File: src/rtl/rail_pkg.sv
// shared constants and types for the rail switch and charge optimizer
package rail_pkg;

    // ******************************************************
    // widths
    // ******************************************************
    localparam int LEVEL_W      = 4;
    localparam int PROF_W       = 6;
    localparam int MARGIN_W     = 2;
    localparam int PROF_COUNT   = 64;

    // ******************************************************
    // reset values
    // ******************************************************
    // regulated level code used for 3.0 v; code mapping is analog side
    localparam logic [LEVEL_W-1:0]  VSET_RESET   = 4'h6;
    localparam logic [PROF_W-1:0]   PROF_RESET   = 6'h01;
    localparam logic [MARGIN_W-1:0] MARGIN_RESET = 2'h3;
    localparam logic                HIZ_RESET    = 1'b0;
    localparam logic [LEVEL_W-1:0]  FIX_RESET    = 4'hf;

    // ******************************************************
    // target levels
    // ******************************************************
    localparam logic [LEVEL_W-1:0]  LEVEL_MIN    = 4'h0;
    localparam logic [LEVEL_W-1:0]  CEIL_HIGH    = 4'hf;
    localparam logic [LEVEL_W-1:0]  CEIL_LOW     = 4'hb;
    // deficit at or beyond which the learned target climbs two steps
    localparam logic [LEVEL_W-1:0]  DEEP_DEFICIT = 4'h2;
    localparam logic [LEVEL_W-1:0]  STEP_ONE     = 4'h1;
    localparam logic [LEVEL_W-1:0]  STEP_TWO     = 4'h2;
    localparam logic [PROF_W-1:0]   PROF_OFF     = 6'h00;

    // ******************************************************
    // operating states
    // ******************************************************
    typedef enum logic [1:0] {
        ST_STANDBY = 2'b00,
        ST_CHARGE  = 2'b01,
        ST_ACTIVE  = 2'b10
    } op_state_t;

endpackage

File: src/rtl/profile_store.sv
// hidden per-profile storage of learned capacitor targets
module profile_store
    import rail_pkg::*;
(
    input  wire logic               clock,
    input  wire logic               rst_n,
    input  wire logic               ce,
    input  wire logic [PROF_W-1:0]  rd_prof,
    output logic      [LEVEL_W-1:0] rd_level,
    output logic                    rd_valid,
    input  wire logic               wr_en,
    input  wire logic [PROF_W-1:0]  wr_prof,
    input  wire logic [LEVEL_W-1:0] wr_level,
    input  wire logic               clr_en,
    input  wire logic [PROF_W-1:0]  clr_prof
);

    // ******************************************************
    // storage
    // ******************************************************
    logic [LEVEL_W-1:0] level_mem [PROF_COUNT];
    logic [PROF_COUNT-1:0] valid;

    // data array needs no reset: an invalid entry is never used
    always_ff @(posedge clock) begin
        if (ce && wr_en) begin
            level_mem[wr_prof] <= wr_level;
        end
    end

    // valid bits cleared at power-on so every profile restarts learning
    genvar i;
    generate
        for (i = 0; i < PROF_COUNT; i++) begin : g_valid
            always_ff @(posedge clock) begin
                if (!rst_n) begin
                    valid[i] <= 1'b0;
                end else if (ce) begin
                    if (wr_en && wr_prof == PROF_W'(i)) begin
                        valid[i] <= 1'b1;
                    end else if (clr_en && clr_prof == PROF_W'(i)) begin
                        valid[i] <= 1'b0;
                    end
                end
            end
        end
    endgenerate

    assign rd_level = level_mem[rd_prof];
    assign rd_valid = valid[rd_prof];

endmodule // profile_store

File: src/rtl/rail_switch_charge_optimizer.sv
// rail routing, regulated level and adaptive charge target control
// Notes on behaviour
// standby and charge: permanent supply output tied to battery input
// active: high-current output regulated at vset, permanent output tied to it
// high-z select resets to zero; then high-current output follows battery off-active
// high-z select set: high-current output undriven in standby and charge
// output level field sets active regulation, defaults to the 3.0 v code
// output level may change during active without leaving active
// up to 63 learned profiles, each with its own hidden target
// profile zero disables learning and charges to the fixed target
// after reset profile one and margin code 11b are selected
// host changes profile and margin only through write strobes
// margin codes map to the four lowest learned levels
// new learning starts at the ceiling, level 15 when ceiling bit set
// on-demand start charges to target then enters active automatically
// capacitor above margin at active end: learned target down one
// capacitor below margin at active end: learned target up one or more
// profile reset bit restarts learning of selected profile unless a learning write lands in the same cycle; also at power-on
// each profile keeps its own learned target across profile switches
// charge target never exceeds the ceiling selected by the ceiling bit
// equal to margin leaves target unchanged; targets stay within floor and ceiling
module rail_switch_charge_optimizer
    import rail_pkg::*;
(
    input  wire logic               CLOCK,
    input  wire logic               RST_N,
    input  wire logic               CE,
    input  wire logic               ON_DEMAND,
    input  wire logic               FORCE_ACTIVE,
    input  wire logic               START_PIN,
    input  wire logic [LEVEL_W-1:0] CAP_LEVEL,
    input  wire logic               VSET_WR,
    input  wire logic [LEVEL_W-1:0] VSET_DATA,
    input  wire logic               HIZ_WR,
    input  wire logic               HIZ_DATA,
    input  wire logic               PROF_WR,
    input  wire logic [PROF_W-1:0]  PROF_DATA,
    input  wire logic               PROF_RESTART,
    input  wire logic               MARGIN_WR,
    input  wire logic [MARGIN_W-1:0] MARGIN_DATA,
    input  wire logic               FIX_WR,
    input  wire logic [LEVEL_W-1:0] FIX_DATA,
    input  wire logic               CEIL_SEL,
    output logic      [1:0]         STATE,
    output logic                    PERM_FROM_BATTERY,
    output logic                    PERM_FROM_HC,
    output logic                    HC_FROM_BATTERY,
    output logic                    HC_FROM_REG,
    output logic                    HC_HIZ,
    output logic      [LEVEL_W-1:0] REG_LEVEL,
    output logic                    CHARGE_EN,
    output logic      [LEVEL_W-1:0] CHARGE_TARGET,
    output logic      [LEVEL_W-1:0] VSET,
    output logic                    HIZ_SEL,
    output logic      [PROF_W-1:0]  PROF,
    output logic      [MARGIN_W-1:0] MARGIN
);

    // ******************************************************
    // functions
    // ******************************************************
    function automatic logic [LEVEL_W-1:0] ceil_of(input logic sel);
        ceil_of = sel ? CEIL_HIGH : CEIL_LOW;
    endfunction

    function automatic logic [LEVEL_W-1:0] min_level(input logic [LEVEL_W-1:0] a,
                                                      input logic [LEVEL_W-1:0] b);
        min_level = (a < b) ? a : b;
    endfunction

    // ******************************************************
    // input synchronisers
    // ******************************************************
    logic               start_meta;
    logic               start_sync;
    logic [LEVEL_W-1:0] cap_meta;
    logic [LEVEL_W-1:0] cap_sync;

    // cap code comes from a slow analog comparator ladder, one step at a time
    always_ff @(posedge CLOCK) begin
        if (!RST_N) begin
            start_meta <= 1'b0;
            start_sync <= 1'b0;
            cap_meta   <= LEVEL_MIN;
            cap_sync   <= LEVEL_MIN;
        end else if (CE) begin
            start_meta <= START_PIN;
            start_sync <= start_meta;
            cap_meta   <= CAP_LEVEL;
            cap_sync   <= cap_meta;
        end
    end

    // ******************************************************
    // configuration fields
    // ******************************************************
    logic [LEVEL_W-1:0]  vset;
    logic                hiz_sel;
    logic [PROF_W-1:0]   prof;
    logic [MARGIN_W-1:0] margin;
    logic [LEVEL_W-1:0]  fix_level;

    // level default, live update
    always_ff @(posedge CLOCK) begin
        if (!RST_N) begin
            vset <= VSET_RESET;
        end else if (CE && VSET_WR) begin
            vset <= VSET_DATA;
        end
    end

    // high-z clear at reset
    always_ff @(posedge CLOCK) begin
        if (!RST_N) begin
            hiz_sel <= HIZ_RESET;
        end else if (CE && HIZ_WR) begin
            hiz_sel <= HIZ_DATA;
        end
    end

    // profile one, strobed writes
    always_ff @(posedge CLOCK) begin
        if (!RST_N) begin
            prof <= PROF_RESET;
        end else if (CE && PROF_WR) begin
            prof <= PROF_DATA;
        end
    end

    // margin 11b, strobed writes
    always_ff @(posedge CLOCK) begin
        if (!RST_N) begin
            margin <= MARGIN_RESET;
        end else if (CE && MARGIN_WR) begin
            margin <= MARGIN_DATA;
        end
    end

    always_ff @(posedge CLOCK) begin
        if (!RST_N) begin
            fix_level <= FIX_RESET;
        end else if (CE && FIX_WR) begin
            fix_level <= FIX_DATA;
        end
    end

    // ******************************************************
    // target selection
    // ******************************************************
    wire                opt_on;
    wire [LEVEL_W-1:0]  ceiling;
    wire [LEVEL_W-1:0]  stored_level;
    wire                stored_valid;
    wire [LEVEL_W-1:0]  learned;
    wire [LEVEL_W-1:0]  raw_target;
    wire [LEVEL_W-1:0]  target;
    wire [LEVEL_W-1:0]  threshold;

    // profile zero uses fixed
    assign opt_on     = (prof != PROF_OFF);
    assign ceiling    = ceil_of(CEIL_SEL);
    // fresh profile starts at ceiling
    assign learned    = stored_valid ? stored_level : ceiling;
    assign raw_target = opt_on ? learned : fix_level;
    // ceiling clamp
    assign target     = min_level(raw_target, ceiling);
    // margin maps to lowest levels
    assign threshold  = LEVEL_MIN + LEVEL_W'(margin);

    // ******************************************************
    // learning step at end of active
    // ******************************************************
    wire               cap_above;
    wire               cap_below;
    wire [LEVEL_W-1:0] deficit;
    wire [LEVEL_W-1:0] up_step;
    wire [LEVEL_W-1:0] room_up;
    wire [LEVEL_W-1:0] next_up;
    wire [LEVEL_W-1:0] next_down;
    wire [LEVEL_W-1:0] next_learned;

    assign cap_above = cap_sync > threshold;
    assign cap_below = cap_sync < threshold;
    assign deficit   = threshold - cap_sync;
    // deep shortfall climbs two
    assign up_step   = (deficit >= DEEP_DEFICIT) ? STEP_TWO : STEP_ONE;
    // upward move stops at ceiling
    assign room_up   = (ceiling > learned) ? (ceiling - learned) : LEVEL_MIN;
    assign next_up   = learned + min_level(up_step, room_up);
    // one step down, floor kept
    assign next_down = (learned > LEVEL_MIN) ? (learned - STEP_ONE) : LEVEL_MIN;
    // equal leaves unchanged
    assign next_learned = cap_above ? next_down :
                          cap_below ? next_up   : learned;

    // ******************************************************
    // operating state machine
    // ******************************************************
    op_state_t state;
    op_state_t next_state;
    wire       demand;
    wire       charged;
    wire       active_end;
    wire       learn_wr;

    // a start pin cycle lasts while the pin stays high
    assign demand     = ON_DEMAND | start_sync;
    assign charged    = cap_sync >= target;
    assign active_end = (state == ST_ACTIVE) && !demand;
    assign learn_wr   = active_end && opt_on;

    always_comb begin
        next_state = state;
        case (state)
            ST_STANDBY: begin
                if (demand) begin
                    next_state = ST_CHARGE;
                end
            end
            ST_CHARGE: begin
                // auto enter active
                if (!demand) begin
                    next_state = ST_STANDBY;
                end else if (charged || FORCE_ACTIVE) begin
                    next_state = ST_ACTIVE;
                end
            end
            ST_ACTIVE: begin
                if (!demand) begin
                    next_state = ST_STANDBY;
                end
            end
            default: begin
                next_state = ST_STANDBY;
            end
        endcase
    end

    always_ff @(posedge CLOCK) begin
        if (!RST_N) begin
            state <= ST_STANDBY;
        end else if (CE) begin
            state <= next_state;
        end
    end

    // ******************************************************
    // learned target storage
    // ******************************************************
    // per-profile store; R16 restart clears entry
    profile_store u_store (
        .clock    (CLOCK),
        .rst_n    (RST_N),
        .ce       (CE),
        .rd_prof  (prof),
        .rd_level (stored_level),
        .rd_valid (stored_valid),
        .wr_en    (learn_wr),
        .wr_prof  (prof),
        .wr_level (next_learned),
        .clr_en   (PROF_RESTART),
        .clr_prof (prof)
    );

    // ******************************************************
    // rail switches and registered outputs
    // ******************************************************
    wire next_active;
    wire next_offactive;
    wire next_perm_bat;
    wire next_perm_hc;
    wire next_hc_bat;
    wire next_hc_reg;
    wire next_hc_hiz;
    wire next_charge_en;

    assign next_active    = (next_state == ST_ACTIVE);
    assign next_offactive = !next_active;
    // permanent from battery
    assign next_perm_bat  = next_offactive;
    // permanent and high-current from regulator
    assign next_perm_hc   = next_active;
    assign next_hc_reg    = next_active;
    // battery feed off-active
    assign next_hc_bat    = next_offactive && !hiz_sel;
    // high-z off-active
    assign next_hc_hiz    = next_offactive && hiz_sel;
    assign next_charge_en = (next_state == ST_CHARGE);

    // outputs follow next state so the rails switch on the state edge
    always_ff @(posedge CLOCK) begin
        if (!RST_N) begin
            STATE             <= ST_STANDBY;
            PERM_FROM_BATTERY <= 1'b1;
            PERM_FROM_HC      <= 1'b0;
        end else if (CE) begin
            STATE             <= next_state;
            PERM_FROM_BATTERY <= next_perm_bat;
            PERM_FROM_HC      <= next_perm_hc;
        end
    end

    always_ff @(posedge CLOCK) begin
        if (!RST_N) begin
            HC_FROM_BATTERY <= 1'b1;
            HC_FROM_REG     <= 1'b0;
            HC_HIZ          <= 1'b0;
        end else if (CE) begin
            HC_FROM_BATTERY <= next_hc_bat;
            HC_FROM_REG     <= next_hc_reg;
            HC_HIZ          <= next_hc_hiz;
        end
    end

    // level tracks vset live
    always_ff @(posedge CLOCK) begin
        if (!RST_N) begin
            REG_LEVEL <= VSET_RESET;
        end else if (CE) begin
            REG_LEVEL <= vset;
        end
    end

    // charge enable and clamped target
    always_ff @(posedge CLOCK) begin
        if (!RST_N) begin
            CHARGE_EN     <= 1'b0;
            CHARGE_TARGET <= FIX_RESET;
        end else if (CE) begin
            CHARGE_EN     <= next_charge_en;
            CHARGE_TARGET <= target;
        end
    end

    // readback of configuration fields
    assign VSET    = vset;
    assign HIZ_SEL = hiz_sel;
    assign PROF    = prof;
    assign MARGIN  = margin;

endmodule // rail_switch_charge_optimizer
File: config.mk
export PLATFORM = sky130hd
export DESIGN_NAME = rail_switch_charge_optimizer
export DESIGN_NICKNAME = d
export VERILOG_FILES = /design/src/rtl/rail_pkg.sv /design/src/rtl/profile_store.sv /design/src/rtl/rail_switch_charge_optimizer.sv
export SDC_FILE = /design/constraint.sdc
export NUM_CORES = 1
export LEC_CHECK = 0
export BUFFER_PORTS_ARGS = -buffer_cell sky130_fd_sc_hd__buf_2
export CORE_MARGIN = 3
export CORE_UTILIZATION = 65
export CTS_BUF_LIST = sky130_fd_sc_hd__clkbuf_8 sky130_fd_sc_hd__clkbuf_16
export DETAILED_ROUTE_END_ITERATION = 12
export HOLD_SLACK_MARGIN = 0.05
export PLACE_DENSITY = 0.85
export SETUP_SLACK_MARGIN = 0.02
export SLEW_MARGIN = 0
export SYNTH_ARGS = -nofsm -noshare
export SYNTH_HDL_FRONTEND = slang
export SYNTH_SLANG_ARGS = --single-unit
File: constraint.sdc
create_clock -name CLOCK -period 19.4 [get_ports CLOCK]
set_input_delay 3.88 -clock CLOCK [delete_from_list [all_inputs] [get_ports CLOCK]]
set_output_delay 3.88 -clock CLOCK [all_outputs]
set_load 0.005 [all_outputs]
==> flow_summary.toml <==
[status]
outcome = "finished clean"

[synthesis]
synthDominantAreaCellType = "sky130_fd_sc_hd__edfxtp_1"
synth_area_leaders = "sky130_fd_sc_hd__edfxtp_1 (50%), sky130_fd_sc_hd__dfxtp_1 (15%), sky130_fd_sc_hd__mux4_2 (11%), sky130_fd_sc_hd__o21a_1 (6.3%), sky130_fd_sc_hd__nor2_1 (2.1%)"
synthDominantCellAreaShare = 0.499
yosys_warnings = 0
synth_cells = 1043
synth_enable_flop_cells = 256
synth_area_um2 = 15400
synth_area_per_inst_um2 = 14.8
async_reset_ff_frac = 0
yosys.cell_types.count = 64
synth_most_common_cell = "sky130_fd_sc_hd__edfxtp_1"
synth.cells.most_frequent = "sky130_fd_sc_hd__edfxtp_1 (256), sky130_fd_sc_hd__o21a_1 (130), sky130_fd_sc_hd__dfxtp_1 (112), sky130_fd_sc_hd__nor2_1 (85), sky130_fd_sc_hd__mux4_2 (77)"
synth.yosys.seq_area_share = 0.645
postSynth.topFlopCell = "sky130_fd_sc_hd__edfxtp_1"
synth-seq-cells = 368

[sta]
worst-slew-pin-transition_ns = 1.16
setup_tns_ns = 0
setup_repair_after_global_routing_missed_its_margin = "no"
setup_viol_count_final = 0
timing.final.crit_share = 0.389
finalHoldViolCount = 0
fmax_ghz = 0.132
max-slew-margin-rel = 0.225
final_period_minus_worst_setup_slack_ns = 7.55
finalMaxSlewViolations = 0
final.setup_skew_ns = 0.0143

[pwr]
register_share_of_total_power = 0.517
netSwitchingFraction = 0.232
irDropWorstVdd_mv = 0.0746
share_of_total_power_in_combinational_logic = 0.097
leakagePower_nw = 5.78
power.internal_w = 0.00138
clockPowerShare = 0.386
power_switching_w = 0.000418
powerDensity_nw_per_um2 = 105

[hold_path]
timing.hold.worst.class = "flip-flop to flip-flop"
holdPathEnd = "u_store.valid[0]$_SDFFE_PN0P_"
hold_path_startpoint = "u_store.valid[0]$_SDFFE_PN0P_"
hold_depth = 2

[routing]
drt_total_wl_um = 37100
routed_via_density = 6.86
ant_nets = 0
drt_iter0_markers = 1256
number_of_drc_violations_after_detailed_routing = 0
avgRoutedWirePerCell_um = 25.8
drt_pre_antenna_iters = 6
routed-via-count = 9860

[layout]
layout.nets = 1148
post_route_cells_drive_above_1_share = 0.197
finish.cell_count_without_fillers = 1438
filler_cell_count = 1343
insertedDiodeCount = 0
flow.area_growth_from_synthesis_pct = 11.3

[critical_path]
worst_r2r_path_depth = 19
critPathCaptureType = "flip-flop"
timing.reg2reg.setup_slack_ns = 12.14
critPathRequiredTime_ns = 19.54
critical_path.max_fanout = 64
critPathKind = "input port to flip-flop"
setup.worst_path.start_class = "input port"
worst-endpoint-arrival_ns = 7.69
reg2reg_to = "u_store.level_mem[26][2]$_DFFE_PP_"

[floorplanning]
top_level_ports = 63
start_util = 0.670
rows = 55
placeableCoreArea_um2 = 23000
dieWidth_um = 160
chipHeight_um = 160
die_area_um2 = 25600

[job]
max_cap_viol_count = 0

[place]
portBuffers = 62
gp_routability_congestion = 0.893
hpwl_um = 23500
dp.cells = 1374

[clock_network]
clk_pin_slew_worst_paths_ns = 0.06
cts_setup_buffers = 0
cts_buffer_depth = 3
cts_sinks = 368
clkLatencyLatePin_ns = 0.51
numCtsBuffers = 36
post_cts_hold_buffer_count = 0
clock-root-buffer = "sky130_fd_sc_hd__clkbuf_16"
postcts_resize_cnt = 0
clock_tree.htree_level_count = 2
tritoncts = "done"

[grt]
grt_start_max_net_pins = 106
via_count_of_the_first_global_routing_pass = 9650
grt_overflow_total = 0
groute.usage.overall = 0.293
grt_pass1_wl_um = 57700
grt_antenna_before_repair = 0
-- power groups by stage --
stage / registers [W] / logic, W / clock network, W
detailed placement: 0.000948 / 0.000172 / 0
floorplan: 0.000949 / 0.000109 / 0
CTS: 0.000932 / 0.000174 / 0.000696
global placement: 0.000947 / 0.000162 / 0
global route: 0.000933 / 0.000192 / 0.000728
finish: 0.000932 / 0.000175 / 0.000696
-- metrics by stage --
| step | setup slack (ns) | util | cell area, um^2 | hold WS [ns] | total power, W |
|---|---|---|---|---|---|
| floorplan | 10.06 | - | 15400 | 0.409 | 0.00106 |
| global placement | 11.65 | 0.694 | 16000 | 0.436 | 0.00111 |
| detailed placement | 11.45 | 0.694 | 16000 | 0.431 | 0.00112 |
| CTS | 11.95 | 0.745 | 17100 | 0.444 | 0.00180 |
| global route | 11.52 | 0.745 | 17100 | 0.490 | 0.00185 |
| finish | 11.85 | 0.745 | 17100 | 0.450 | 0.00180 |
-- area by class of cell --
type / count / area [um^2] / share of cell area
clock buffers: 41 / 981 / 0.0573
clock inverters: 23 / 198 / 0.0115
inverters: 14 / 52.6 / 0.00307
multi-input cells: 606 / 5180 / 0.302
flip-flops and latches: 368 / 9940 / 0.580
well taps: 313 / 392 / 0.0229
repair buffers: 73 / 393 / 0.0229
-- state kept, by name, indices dropped and copies added, names as in the netlist, 4 cells and up, named ones only --
| register | cells |
|---|---|
| u_store.level_mem | 256 |
| u_store.valid | 64 |
| PROF | 6 |
| CHARGE_TARGET | 4 |
| REG_LEVEL | 4 |
| VSET | 4 |
| cap_meta | 4 |
| cap_sync | 4 |
| fix_level | 4 |
-- cells in the final DEF (no fill, tap or decap), types with 12 or more instances in the layout --
cell                        count
sky130_fd_sc_hd__edfxtp_1     256
sky130_fd_sc_hd__o21a_1       130
sky130_fd_sc_hd__dfxtp_1      109
sky130_fd_sc_hd__nor2_1        85
sky130_fd_sc_hd__mux4_2        77
sky130_fd_sc_hd__buf_2         62
sky130_fd_sc_hd__nand2_1       56
sky130_fd_sc_hd__nand3_1       45
sky130_fd_sc_hd__clkbuf_16     37
sky130_fd_sc_hd__nor2b_1       25
sky130_fd_sc_hd__mux2i_1       24
sky130_fd_sc_hd__inv_1         23
sky130_fd_sc_hd__a22oi_1       22
sky130_fd_sc_hd__a21oi_1       17
sky130_fd_sc_hd__ha_1          13
sky130_fd_sc_hd__a21boi_0      12
-- worst max-delay path: stages --
cell and delay (ns):
sky130_fd_sc_hd__buf_2 0.10, sky130_fd_sc_hd__inv_1 0.11, sky130_fd_sc_hd__mux2i_1 0.25, sky130_fd_sc_hd__ha_1 0.32, sky130_fd_sc_hd__ha_1 0.23, sky130_fd_sc_hd__or2_2 0.31, sky130_fd_sc_hd__ha_1 0.29, sky130_fd_sc_hd__nor2_1 0.14
sky130_fd_sc_hd__nor2_1 0.08, sky130_fd_sc_hd__a21oi_1 0.17, sky130_fd_sc_hd__ha_1 0.18, sky130_fd_sc_hd__inv_1 0.05, sky130_fd_sc_hd__fa_1 0.37, sky130_fd_sc_hd__xor2_1 0.17, sky130_fd_sc_hd__nor2_1 0.09, sky130_fd_sc_hd__a311o_2 0.90
-- worst max path at each step --
stage                     startpoint                                 end  slack, ns  cells after the start
after CTS                   CEIL_SEL  u_store.level_mem[62][2]$_DFFE_PP_      11.95                     16
after floorplan             CEIL_SEL   u_store.level_mem[0][3]$_DFFE_PP_      10.06                     13
after global routing        CEIL_SEL  u_store.level_mem[46][2]$_DFFE_PP_      11.52                     16
after detailed placement    CEIL_SEL  u_store.level_mem[25][2]$_DFFE_PP_      11.45                     16
after global placement      CEIL_SEL  u_store.level_mem[12][2]$_DFFE_PP_      11.65                     16
final                       CEIL_SEL  u_store.level_mem[26][2]$_DFFE_PP_      11.85                     16
-- kinds of logic after synthesis --
logic type                 Yosys count  share of synthesized area
muxes                              107                      0.133
adders and majority gates           15                     0.0132
DFF                                368                      0.645
other                                1                   0.000244
xor gates and xnor gates             2                    0.00114
buffers and inverters               73                     0.0221
and+or+nand+nor                    254                     0.0786
AOI/OAI and AO/OA                  223                      0.107
-- routing by layer --
layer / vias up / part of all wire / track usage
met4: 0 / 0.036 / 0.0963
met5: - / 0 / 0
met2: 810 / 0.48 / 0.474
met3: 120 / 0.12 / 0.0713
li1: 4146 / - / -
met1: 4784 / 0.36 / 0.399
Power figures use the tool's default switching activity.
